$ cat src/pmp_regs.svh
// constants of the mac port: clock rates, widths and field positions
`ifndef PMP_REGS_SVH
`define PMP_REGS_SVH

// system clock, 10 MHz
`define PMP_CLK_HZ 32'h0098_9680
// transmit clock at 10 Mbps, 2.5 MHz
`define PMP_TXCLK10_HZ 32'h0026_25A0
// transmit clock at 100 Mbps, 25 MHz
`define PMP_TXCLK100_HZ 32'h017D_7840

`define PMP_BYTE_W 8
`define PMP_NIB_W 4
`define PMP_DIV_W 8
// buffer word: error flag above the byte
`define PMP_RXW 9
`define PMP_ERR_BIT 8
`define PMP_NIB_LO 3:0
`define PMP_NIB_HI 7:4

`endif

$ cat src/pmp_pkg.sv
// types and helpers shared by the mac port files
package pmp_pkg;
`include "pmp_regs.svh"

   typedef enum logic [1:0] {spd_10, spd_100, spd_1000} pmp_speed_t;

   typedef enum logic {txs_idle, txs_frame} pmp_txst_t;

   // half period of a divided clock in system cycles, rounded down, never below one
   function automatic logic [`PMP_DIV_W-1:0] pmp_half(input logic [31:0] hz);
      logic [31:0] c;
      c = `PMP_CLK_HZ / (hz * 32'h0000_0002);
      if (c == 32'h0000_0000) begin
         c = 32'h0000_0001;
      end
      return c[`PMP_DIV_W-1:0];
   endfunction : pmp_half

endpackage : pmp_pkg

$ cat src/pmp_buf_if.sv
// valid/ready carrier between the port logic and its receive buffer
`timescale 1ns/100ps
interface pmp_buf_if;
`include "pmp_regs.svh"
   logic in_valid;
   logic in_ready;
   logic [`PMP_RXW-1:0] in_data;
   logic out_valid;
   logic out_ready;
   logic [`PMP_RXW-1:0] out_data;
   logic flush;

   modport store (input in_valid, input in_data, input out_ready, input flush,
                  output in_ready, output out_valid, output out_data);
   modport user (output in_valid, output in_data, output out_ready, output flush,
                 input in_ready, input out_valid, input out_data);
endinterface : pmp_buf_if

$ cat src/pmp_fifo2.sv
// two-entry receive buffer, head word and ready come from registers
`timescale 1ns/100ps
`include "pmp_regs.svh"
module pmp_fifo2 (
   input wire logic clk_i,
   input wire logic srst_i,
   pmp_buf_if.store bus
);
   import pmp_pkg::*;

   logic [`PMP_RXW-1:0] d1;
   logic v0;
   logic v1;
   logic rdy;
   logic push;
   logic pop;
   logic next_v0;
   logic next_v1;

   assign push = bus.in_valid & rdy;
   assign pop = bus.out_ready & v0;
   assign bus.out_valid = v0;
   assign bus.in_ready = rdy;

   always_comb begin
      next_v0 = v0;
      next_v1 = v1;
      if (bus.flush) begin
         next_v0 = 1'h0;
         next_v1 = 1'h0;
      end else if (pop && !push) begin
         next_v0 = v1;
         next_v1 = 1'h0;
      end else if (push && !pop) begin
         next_v0 = 1'h1;
         next_v1 = v0;
      end
   end

   always_ff @(posedge clk_i) begin
      if (srst_i) begin
         v0 <= 1'h0;
         v1 <= 1'h0;
         rdy <= 1'h0;
      end else begin
         v0 <= next_v0;
         v1 <= next_v1;
         // ready is taken from the next fill state, so it drops in the cycle the second slot fills and the source never outruns it
         rdy <= ~next_v1 & ~bus.flush;
      end
   end

   always_ff @(posedge clk_i) begin
      if (srst_i) begin
         bus.out_data <= '0;
         d1 <= '0;
      end else if (pop) begin
         bus.out_data <= v1 ? d1 : bus.in_data;
         d1 <= bus.in_data;
      end else if (push) begin
         if (!v0) begin
            bus.out_data <= bus.in_data;
         end else begin
            d1 <= bus.in_data;
         end
      end
   end

endmodule : pmp_fifo2

$ cat src/pmp_mac_port.sv
// phy side gmii/rgmii mac data port sampled on the system clock
`timescale 1ns/100ps
`include "pmp_regs.svh"
// Behaviour
// RULE_01: gmii receive byte launched at clock rise
// RULE_02: rgmii low nibble rise, high nibble fall
// RULE_03: rgmii leaves upper nibble and gmii-only pins
// RULE_04: receive clock follows recovered media clock
// RULE_05: gmii receive error at clock rise
// RULE_06: rgmii control carries valid at rise
// RULE_07: rgmii control carries error code at fall
// RULE_08: gmii data valid with each byte
// RULE_09: gmii transmit byte taken at gigabit rise
// RULE_10: rgmii transmit nibbles taken on both edges
// RULE_11: transmit clock 2.5 or 25 MHz; the code gives 5 MHz at 100 Mbps
// RULE_12: mac supplies 125 MHz gigabit clock; the model's gtx runs far below it, sampled on the 10 MHz clock
// RULE_13: rgmii mac supplies transmit clock all speeds
// RULE_14: gmii transmit error sampled at rise
// RULE_15: rgmii transmit control gives enable at rise
// RULE_16: rgmii transmit control gives error at fall
// RULE_17: gmii transmit data valid only when enabled
// RULE_18: carrier sense follows detected carrier
// RULE_19: collision only in half duplex
// RULE_20: soft reset enters low power, keeps settings
// RULE_21: falling control is valid xor error
module pmp_mac_port (
   input wire logic clk_i,
   input wire logic srst_i,
   input wire logic rgmii_mode_i,
   input wire pmp_pkg::pmp_speed_t speed_i,
   input wire logic soft_powerdown_reset_n_i,
   input wire logic rec_clk_i,
   input wire logic [`PMP_BYTE_W-1:0] rx_data_i,
   input wire logic rx_err_i,
   input wire logic rx_valid_i,
   output logic rx_ready_o,
   input wire logic carrier_i,
   input wire logic collision_i,
   input wire logic full_duplex_i,
   output logic rx_clk_o,
   output logic [`PMP_BYTE_W-1:0] rxd_o,
   output logic rx_dv_o,
   output logic rx_er_o,
   output logic crs_o,
   output logic col_o,
   input wire logic gtx_clk_i,
   input wire logic [`PMP_BYTE_W-1:0] txd_i,
   input wire logic tx_en_i,
   input wire logic tx_er_i,
   output logic tx_clk_o,
   output logic [`PMP_BYTE_W-1:0] tx_data_o,
   output logic tx_err_o,
   output logic tx_valid_o,
   output logic tx_sof_o,
   output logic low_power_o
);
   import pmp_pkg::*;
   localparam logic [`PMP_DIV_W-1:0] HALF_10 = pmp_half(`PMP_TXCLK10_HZ);
   localparam logic [`PMP_DIV_W-1:0] HALF_100 = pmp_half(`PMP_TXCLK100_HZ);

   // pin synchronisers
   logic rc_s1;
   logic rc_s2;
   logic rc_d1;
   logic rc_d2;
   logic gc_s1;
   logic gc_s2;
   logic gc_d1;
   logic [`PMP_BYTE_W-1:0] txd_s1;
   logic [`PMP_BYTE_W-1:0] txd_s2;
   logic en_s1;
   logic en_s2;
   logic er_s1;
   logic er_s2;
   logic md_s1;
   logic md_s2;
   logic pd_s1;
   logic pd_s2;

   logic rgmii;
   logic lp;
   logic rx_rise;
   logic rx_fall;
   logic gc_rise;
   logic gc_fall;
   logic tx_strobe;

   logic [`PMP_NIB_W-1:0] hold_hi;
   logic cur_dv;
   logic cur_er;

   logic [`PMP_DIV_W-1:0] txdiv;
   logic tclk_rise;

   logic [`PMP_NIB_W-1:0] tx_lo;
   logic tx_en_lat;
   pmp_txst_t txst;

   pmp_buf_if rxb ();

   always_ff @(posedge clk_i) begin
      if (srst_i) begin
         rc_s1 <= 1'h0;
         rc_s2 <= 1'h0;
         rc_d1 <= 1'h0;
         rc_d2 <= 1'h0;
         gc_s1 <= 1'h0;
         gc_s2 <= 1'h0;
         gc_d1 <= 1'h0;
         txd_s1 <= '0;
         txd_s2 <= '0;
         en_s1 <= 1'h0;
         en_s2 <= 1'h0;
         er_s1 <= 1'h0;
         er_s2 <= 1'h0;
         md_s1 <= 1'h0;
         md_s2 <= 1'h0;
         pd_s1 <= 1'h1;
         pd_s2 <= 1'h1;
      end else begin
         rc_s1 <= rec_clk_i;
         rc_s2 <= rc_s1;
         rc_d1 <= rc_s2;
         rc_d2 <= rc_d1;
         gc_s1 <= gtx_clk_i;
         gc_s2 <= gc_s1;
         gc_d1 <= gc_s2;
         // data pins share the clock's sync depth so both stay aligned
         txd_s1 <= txd_i;
         txd_s2 <= txd_s1;
         en_s1 <= tx_en_i;
         en_s2 <= en_s1;
         er_s1 <= tx_er_i;
         er_s2 <= er_s1;
         md_s1 <= rgmii_mode_i;
         md_s2 <= md_s1;
         pd_s1 <= soft_powerdown_reset_n_i;
         pd_s2 <= pd_s1;
      end
   end

   assign rgmii = md_s2;
   assign lp = ~pd_s2;
   assign rx_rise = rc_s2 & ~rc_d1;
   assign rx_fall = ~rc_s2 & rc_d1;
   assign gc_rise = gc_s2 & ~gc_d1;
   assign gc_fall = ~gc_s2 & gc_d1;
   // rgmii always takes the mac's clock; gmii below gigabit uses our own
   assign tx_strobe = (!rgmii && speed_i != spd_1000) ? tclk_rise : gc_rise; // RULE_13

   // receive buffer: the media side fills, each rising link edge drains one word
   assign rxb.in_valid = rx_valid_i;
   assign rxb.in_data = {rx_err_i, rx_data_i};
   assign rxb.out_ready = rx_rise & ~lp;
   assign rxb.flush = lp; // RULE_20
   assign rx_ready_o = rxb.in_ready;

   pmp_fifo2 u_fifo (
      .clk_i(clk_i),
      .srst_i(srst_i),
      .bus(rxb.store)
   );

   // receive pins; a buffer running dry mid-frame shows as a gap in valid
   always_ff @(posedge clk_i) begin
      if (srst_i) begin
         rx_clk_o <= 1'h0;
         rxd_o <= '0;
         rx_dv_o <= 1'h0;
         rx_er_o <= 1'h0;
         hold_hi <= '0;
         cur_dv <= 1'h0;
         cur_er <= 1'h0;
      end else if (lp) begin
         rx_clk_o <= 1'h0; // RULE_20
         rxd_o <= '0;
         rx_dv_o <= 1'h0;
         rx_er_o <= 1'h0;
         cur_dv <= 1'h0;
         cur_er <= 1'h0;
      end else begin
         // clock lags data by two cycles so the edge sits inside the data eye
         rx_clk_o <= rc_d2; // RULE_04
         if (rx_rise) begin
            cur_dv <= rxb.out_valid;
            cur_er <= rxb.out_valid & rxb.out_data[`PMP_ERR_BIT];
            hold_hi <= rxb.out_data[`PMP_NIB_HI];
            if (rgmii) begin
               rxd_o[`PMP_NIB_HI] <= '0; // RULE_03
               rxd_o[`PMP_NIB_LO] <= rxb.out_valid ? rxb.out_data[`PMP_NIB_LO] : '0; // RULE_02
               rx_dv_o <= 1'h0;
               rx_er_o <= rxb.out_valid; // RULE_06
            end else begin
               rxd_o <= rxb.out_valid ? rxb.out_data[`PMP_BYTE_W-1:0] : '0; // RULE_01
               rx_dv_o <= rxb.out_valid; // RULE_08
               rx_er_o <= rxb.out_valid & rxb.out_data[`PMP_ERR_BIT]; // RULE_05
            end
         end else if (rgmii && rx_fall) begin
            rxd_o[`PMP_NIB_LO] <= hold_hi; // RULE_02
            rx_er_o <= cur_dv ^ cur_er; // RULE_07 RULE_21
         end
      end
   end

   // carrier and collision carry no meaning in rgmii and are held low
   always_ff @(posedge clk_i) begin
      if (srst_i || lp) begin
         crs_o <= 1'h0;
         col_o <= 1'h0;
      end else begin
         crs_o <= ~rgmii & carrier_i; // RULE_18
         col_o <= ~rgmii & collision_i & ~full_duplex_i; // RULE_19
      end
   end

   // 25 MHz is above what this clock can divide to; it runs at the fastest rate possible
   always_ff @(posedge clk_i) begin
      if (srst_i) begin
         txdiv <= '0;
         tx_clk_o <= 1'h0;
         tclk_rise <= 1'h0;
      end else begin
         tclk_rise <= 1'h0;
         if (lp || speed_i == spd_1000) begin
            txdiv <= '0;
            tx_clk_o <= 1'h0;
         end else if (txdiv == '0) begin
            txdiv <= (speed_i == spd_10) ? HALF_10 - 8'h01 : HALF_100 - 8'h01; // RULE_11
            tx_clk_o <= ~tx_clk_o;
            tclk_rise <= ~tx_clk_o;
         end else begin
            txdiv <= txdiv - 8'h01;
         end
      end
   end

   // transmit capture; the link cannot be stalled, so words go out as one-cycle pulses
   always_ff @(posedge clk_i) begin
      if (srst_i) begin
         tx_data_o <= '0;
         tx_err_o <= 1'h0;
         tx_valid_o <= 1'h0;
         tx_sof_o <= 1'h0;
         tx_lo <= '0;
         tx_en_lat <= 1'h0;
         txst <= txs_idle;
      end else begin
         tx_valid_o <= 1'h0;
         tx_sof_o <= 1'h0;
         if (lp) begin
            tx_en_lat <= 1'h0;
            txst <= txs_idle;
         end else if (!rgmii && tx_strobe) begin
            if (en_s2) begin // RULE_17
               tx_data_o <= txd_s2; // RULE_09
               tx_err_o <= er_s2; // RULE_14
               tx_valid_o <= 1'h1;
               tx_sof_o <= (txst == txs_idle);
               txst <= txs_frame;
            end else begin
               txst <= txs_idle;
            end
         end else if (rgmii && gc_rise) begin
            tx_lo <= txd_s2[`PMP_NIB_LO]; // RULE_10
            tx_en_lat <= er_s2; // RULE_15
            if (!er_s2) begin
               txst <= txs_idle;
            end
         end else if (rgmii && gc_fall && tx_en_lat) begin
            tx_data_o <= {txd_s2[`PMP_NIB_LO], tx_lo}; // RULE_10
            tx_err_o <= tx_en_lat ^ er_s2; // RULE_16 RULE_21
            tx_valid_o <= 1'h1;
            tx_sof_o <= (txst == txs_idle);
            txst <= txs_frame;
         end
      end
   end

   always_ff @(posedge clk_i) begin
      if (srst_i) begin
         low_power_o <= 1'h0;
      end else begin
         low_power_o <= lp; // RULE_20
      end
   end

   a_gmii_rx_byte: assert property ( // RULE_01
      @(posedge clk_i) disable iff (srst_i)
      (!rgmii && !lp && rx_rise && rxb.out_valid) |=> (rxd_o == $past(rxb.out_data[`PMP_BYTE_W-1:0])))
      else $error("gmii receive byte not launched at clock rise");

   a_gmii_rx_steady: assert property ( // RULE_01
      @(posedge clk_i) disable iff (srst_i)
      (!rgmii && !lp && !rx_rise) |=> $stable(rxd_o))
      else $error("gmii receive data moved without a clock rise");

   a_rgmii_lo_nib: assert property ( // RULE_02
      @(posedge clk_i) disable iff (srst_i)
      (rgmii && !lp && rx_rise && rxb.out_valid) |=> (rxd_o[`PMP_NIB_LO] == $past(rxb.out_data[`PMP_NIB_LO])))
      else $error("rgmii low nibble missing at rise");

   a_rgmii_hi_nib: assert property ( // RULE_02
      @(posedge clk_i) disable iff (srst_i)
      (rgmii && !lp && rx_fall) |=> (rxd_o[`PMP_NIB_LO] == $past(hold_hi)))
      else $error("rgmii high nibble missing at fall");

   a_rgmii_unused: assert property ( // RULE_03
      @(posedge clk_i) disable iff (srst_i)
      (rgmii && !lp && rx_rise) |=> (rxd_o[`PMP_NIB_HI] == 4'h0 && !rx_dv_o && !crs_o && !col_o))
      else $error("rgmii drives an unused pin");

   a_rx_clk_lag: assert property ( // RULE_04
      @(posedge clk_i) disable iff (srst_i)
      (!lp && rx_rise) ##1 (!lp && rc_s2) [*2] |=> rx_clk_o)
      else $error("receive clock did not follow media clock");

   a_gmii_rx_err: assert property ( // RULE_05
      @(posedge clk_i) disable iff (srst_i)
      (!rgmii && !lp && rx_rise) |=> (rx_er_o == ($past(rxb.out_valid) && $past(rxb.out_data[`PMP_ERR_BIT]))))
      else $error("gmii receive error wrong");

   a_rgmii_ctl_dv: assert property ( // RULE_06
      @(posedge clk_i) disable iff (srst_i)
      (rgmii && !lp && rx_rise) |=> (rx_er_o == $past(rxb.out_valid)))
      else $error("rgmii control at rise is not valid");

   a_rgmii_ctl_err: assert property ( // RULE_07 RULE_21
      @(posedge clk_i) disable iff (srst_i)
      (rgmii && !lp && rx_fall) |=> (rx_er_o == ($past(cur_dv) ^ $past(cur_er))))
      else $error("rgmii control at fall is not valid xor error");

   a_gmii_rx_dv: assert property ( // RULE_08
      @(posedge clk_i) disable iff (srst_i)
      (!rgmii && !lp && rx_rise) |=> (rx_dv_o == $past(rxb.out_valid)))
      else $error("gmii data valid wrong");

   a_gmii_tx_take: assert property ( // RULE_09 RULE_14
      @(posedge clk_i) disable iff (srst_i)
      (!rgmii && !lp && tx_strobe && en_s2)
      |=> (tx_valid_o && tx_data_o == $past(txd_s2) && tx_err_o == $past(er_s2)))
      else $error("gmii transmit byte not taken");

   a_gmii_tx_idle: assert property ( // RULE_17
      @(posedge clk_i) disable iff (srst_i)
      (!rgmii && tx_strobe && !en_s2) |=> !tx_valid_o)
      else $error("gmii transmit byte taken without enable");

   a_rgmii_tx_pair: assert property ( // RULE_10 RULE_15 RULE_16
      @(posedge clk_i) disable iff (srst_i)
      (rgmii && !lp && gc_fall && tx_en_lat)
      |=> (tx_valid_o && tx_data_o == {$past(txd_s2[`PMP_NIB_LO]), $past(tx_lo)}
           && tx_err_o == ($past(er_s2) ^ $past(tx_en_lat))))
      else $error("rgmii transmit nibbles not paired");

   a_txclk_10: assert property ( // RULE_11
      @(posedge clk_i) disable iff (srst_i)
      (speed_i == spd_10 && !lp && $rose(tx_clk_o)) ##1 (speed_i == spd_10 && !lp) |=> !tx_clk_o)
      else $error("transmit clock half period wrong at 10 Mbps");

   a_crs_follow: assert property ( // RULE_18
      @(posedge clk_i) disable iff (srst_i)
      (!rgmii && !lp) |=> (crs_o == $past(carrier_i)))
      else $error("carrier sense does not follow carrier");

   a_col_fdx: assert property ( // RULE_19
      @(posedge clk_i) disable iff (srst_i)
      full_duplex_i |=> !col_o)
      else $error("collision shown in full duplex");

   a_low_power: assert property ( // RULE_20
      @(posedge clk_i) disable iff (srst_i)
      lp |=> (!rx_clk_o && !rx_dv_o && !tx_valid_o && !tx_clk_o && low_power_o && !rx_ready_o))
      else $error("port active during soft power down");

endmodule : pmp_mac_port

$ cat config.mk
export PLATFORM = sky130hd
export DESIGN_NAME = pmp_mac_port
export DESIGN_NICKNAME = d
export VERILOG_FILES = /design/src/pmp_pkg.sv /design/src/pmp_buf_if.sv /design/src/pmp_fifo2.sv /design/src/pmp_mac_port.sv
export VERILOG_INCLUDE_DIRS = /design/src
export SDC_FILE = /design/constraint.sdc
export NUM_CORES = 1
export LEC_CHECK = 0
export BUFFER_PORTS_ARGS = -buffer_cell sky130_fd_sc_hd__buf_2
export CELL_PAD_IN_SITES_DETAIL_PLACEMENT = 2
export CELL_PAD_IN_SITES_GLOBAL_PLACEMENT = 2
export CORE_ASPECT_RATIO = 1.75
export CORE_MARGIN = 1
export CORE_UTILIZATION = 35
export CTS_BUF_LIST = sky130_fd_sc_hd__clkbuf_16
export CTS_CLUSTER_SIZE = 10
export DETAILED_ROUTE_END_ITERATION = 10
export HOLD_SLACK_MARGIN = 0.03
export PLACE_DENSITY_LB_ADDON = 0.2
export SYNTH_ARGS = -nofsm -noshare
export SYNTH_HDL_FRONTEND = slang
export SYNTH_SLANG_ARGS = --single-unit
export TNS_END_PERCENT = 30
$ cat constraint.sdc
create_clock -name clk_i -period 3.4 [get_ports clk_i]
set_input_delay 0.51 -clock clk_i [delete_from_list [all_inputs] [get_ports clk_i]]
set_output_delay 0.51 -clock clk_i [all_outputs]
set_load 0.05 [all_outputs]
==> summary.txt <==
CTS
  – Post-CTS Hold Fix Bufs: 0
  – Clk pin slew, worst setup/hold paths: 0.06 ns
  – Post-CTS sizing: 0
  – CTS Sinks: about 100
  – Clock latency at the later pin of the worst-skew pair: 0.33 ns
  – CTS H-tree lvls: 3
  – CTS max path bufs: 2
  – CTS Buf Count: 9
  – Root buffer cell: clkbuf_16
  – CTS tree: built
  – Buffer count from post-CTS setup fixing: 0

Drt
  – Initial drt markers: between 90 and 100
  – Via density: around 4.9
  – DRT Pass-1 Iters: 4
  – Routed vias: approximately 2700
  – DRC violations left: 0
  – Detailed-route wire length: ~8000 um
  – Post-DRT Antenna Nets: 0
  – Routed WL per cell: 14.6 um

GRT
  – Total track usage: 0.164
  – Initial antenna violation count: 0
  – Grt met3 use: 0.0298
  – Vias in the first global route: 2925
  – GR met1 Demand/Resource: 0.178
  – Most used routing layer: met2
  – First-pass GRT wire length: 13700 um
  – Largest net degree at the start of global routing: 38
  – Grt ovf: 0
  – Met2 Use GR: 0.304

Placed design
  – Port Buf Inserts: 57
  – Final RePlAce weighted congestion: roughly 0.7
  – Post-place setup slack: 1.15 ns
  – DPL Wire Length: between 5000 and 6000 um

Synthesis
  – Yosys top cell area share: 0.540
  – Synthesis-stage register bit count: roughly 100
  – Synth Cell Area: approximately 3700 um2
  – Post-synth EDFFs: 0
  – Syn_nets: around 400
  – Cell taking the most area after synthesis: dfxtp_1
  – Top cells by area, synth: dfxtp_1, mux2i_1, nor2b_1, nor2_1, nand2_1
  – Ys flop type: dfxtp_1
  – Cell with the most instances after synthesis: dfxtp_1
  – Share of flip-flops with an asynchronous set or reset: 0
  – Synth top cells by count: dfxtp_1, nor2_1, nand2_1, nor2b_1, mux2i_1
  – Register area share after synthesis: 0.540
  – Gate Count Post-Synth: about 370
  – Synth cell types: 43
  – Mean Syn Cell Area: 9.81 um2
  – Yosys warning count: 0

Timing
  – Fin Setup TNS: 0 ns
  – Clock Skew: 0.00737 ns
  – Unrepaired setup endpoints after global routing: no
  – Final WS setup: 1.20 ns
  – Final period util: 0.647
  – Fmax achieved: approximately 450 MHz
  – Final setup violating endpoints: 0
  – Worst-Margin Slew: ~0.7 ns
  – Max-slew headroom at the worst pin: 0.535
  – Tmin final: roughly 2.2 ns
  – Final Hold Fails: 0
  – Fin. max-slew vios: 0
  – Hold slack: 0.333 ns

Final layout
  – Synth-to-layout area growth: 17.1%
  – Antenna cell count: 0
  – Post-layout nets: around 460
  – Share of cells above drive strength 1: 0.207

Power
  – Total power: roughly 2.7 mW
  – Worst vdd ir: around 350 uV
  – Leakage power total: 1.78 nW
  – Pwr dens: between 600 and 700 nW/um2

Die
  – Io pins: between 50 and 60
  – Die Footprint: roughly 11000 um2
  – Die Ht: 137 um
  – Core area: about 10000 um2
  – Starting density of the core: 0.358
  – Die W: between 70 and 80 um
  – # rows: just under 50

Setup path
  – CP Data Required Time: 3.65 ns
  – Slowest library cell on the worst path: nor2b_1
  – CP arrival: 2.46 ns
  – Critical path startpoint category: flip-flop
  – Worst path buffer plus inverter count: 1
  – CP Capture Type: flip-flop
  – Crit path cell chain: nor2b_4 > and3_1 > inv_2 > ha_1 > nor2b_1 > nand2_1 > a21oi_1
  – Crit-path max FO: 14
  – Crit-path max cell delay: around 0.53 ns
  – CP Class: reg2reg
  – Cell family with most CP delay: simple AND/OR/NAND/NOR gates

Run
  – Number of max-cap violations: 0

Run status
  – Status: complete, no violations

Min path
  – Min-Delay Path Class: in2reg
[cells in the final DEF (no fill, tap or decap), drive strengths merged, types with 2 or more instances in the layout]
| master | n |
|---|---|
| a211oi | 18 |
| clkbuf | 9 |
| xnor2 | 4 |
| nand3 | 12 |
| a21oi | 20 |
| nand2 | 39 |
| a311oi | 4 |
| nand3b | 2 |
| buf | 61 |
| a22oi | 4 |
| nand2b | 3 |
| nor2b | 34 |
| xor2 | 5 |
| nor3 | 5 |
| nor3b | 3 |
| clkinv | 3 |
| inv | 9 |
| dfxtp | 99 |
| and2b | 2 |
| nor2 | 48 |
| mux2i | 24 |
| o21ai | 6 |
| or2 | 2 |
| ha | 4 |
[stage by stage]
step | utilization | instances | instance area [um2]
5_1_grt | 0.419 | 556 | 4290
2_1_floorplan | - | 374 | 3670
4_1_cts | 0.419 | 556 | 4290
3_3_place_gp | 0.395 | 542 | 4050
3_5_place_dp | 0.395 | 542 | 4050
6_report | 0.419 | 556 | 4290
[sequential cells by signal (all words and copies together), names as in the netlist, 4 cells and up]
| signal | count |
|---|---|
| hold_hi | 4 |
| rxd_o | 8 |
| tx_data_o | 8 |
| tx_lo | 4 |
| txd_s1 | 8 |
| txd_s2 | 8 |
| txdiv | 8 |
| u_fifo.bus.out_data | 9 |
| u_fifo.d1 | 9 |
[layer usage]
metal,wire length [um],vias up
li1,-,1349
met1,3350,1339
met5,0,-
met3,196,9
met2,4450,40
met4,139,0
[cells by family (layout without fill, tap and decap cells)]
kind of cell               count (synthesis)  count (layout)  synth area share
AOI/OAI and AO/OA                         54              54             0.101
xor gates and xnor gates                   9               9            0.0215
and+or+nand+nor                          155             155             0.217
muxes                                     25              25            0.0720
buffers and inverters                     28              83            0.0348
DFF                                       99              99             0.540
adders and majority gates                  4               4            0.0136
[cell type report]
class	instances	area [um2]
fill	1146	5940
tap	127	159
clock buffer	9	225
clock inverter	5	23.8
timing repair buffer	61	315
inverter	8	30.0
sequential	99	1980
multi-input combinational	247	1560
[path summary, 6_finish.rpt]
check	cells past startpoint	slack (ns)	end	start
max	7	1.20	u_fifo.d1[1]	rc_s2
min	2	0.33	col_o	full_duplex_i
max reg2reg	7	1.20	u_fifo.d1[1]	rc_s2
min reg2reg	1	0.41	pd_s2	pd_s1
[where the power goes]
group          switching [mW]  internal, mW  total, mW  leakage, nW
clock network           0.408         0.479      0.887        0.123
logic                   0.312         0.206      0.517        0.849
registers              0.0683          1.26       1.33        0.809
total                   0.788          1.94       2.73         1.78
(Power assumes the default switching activity.)
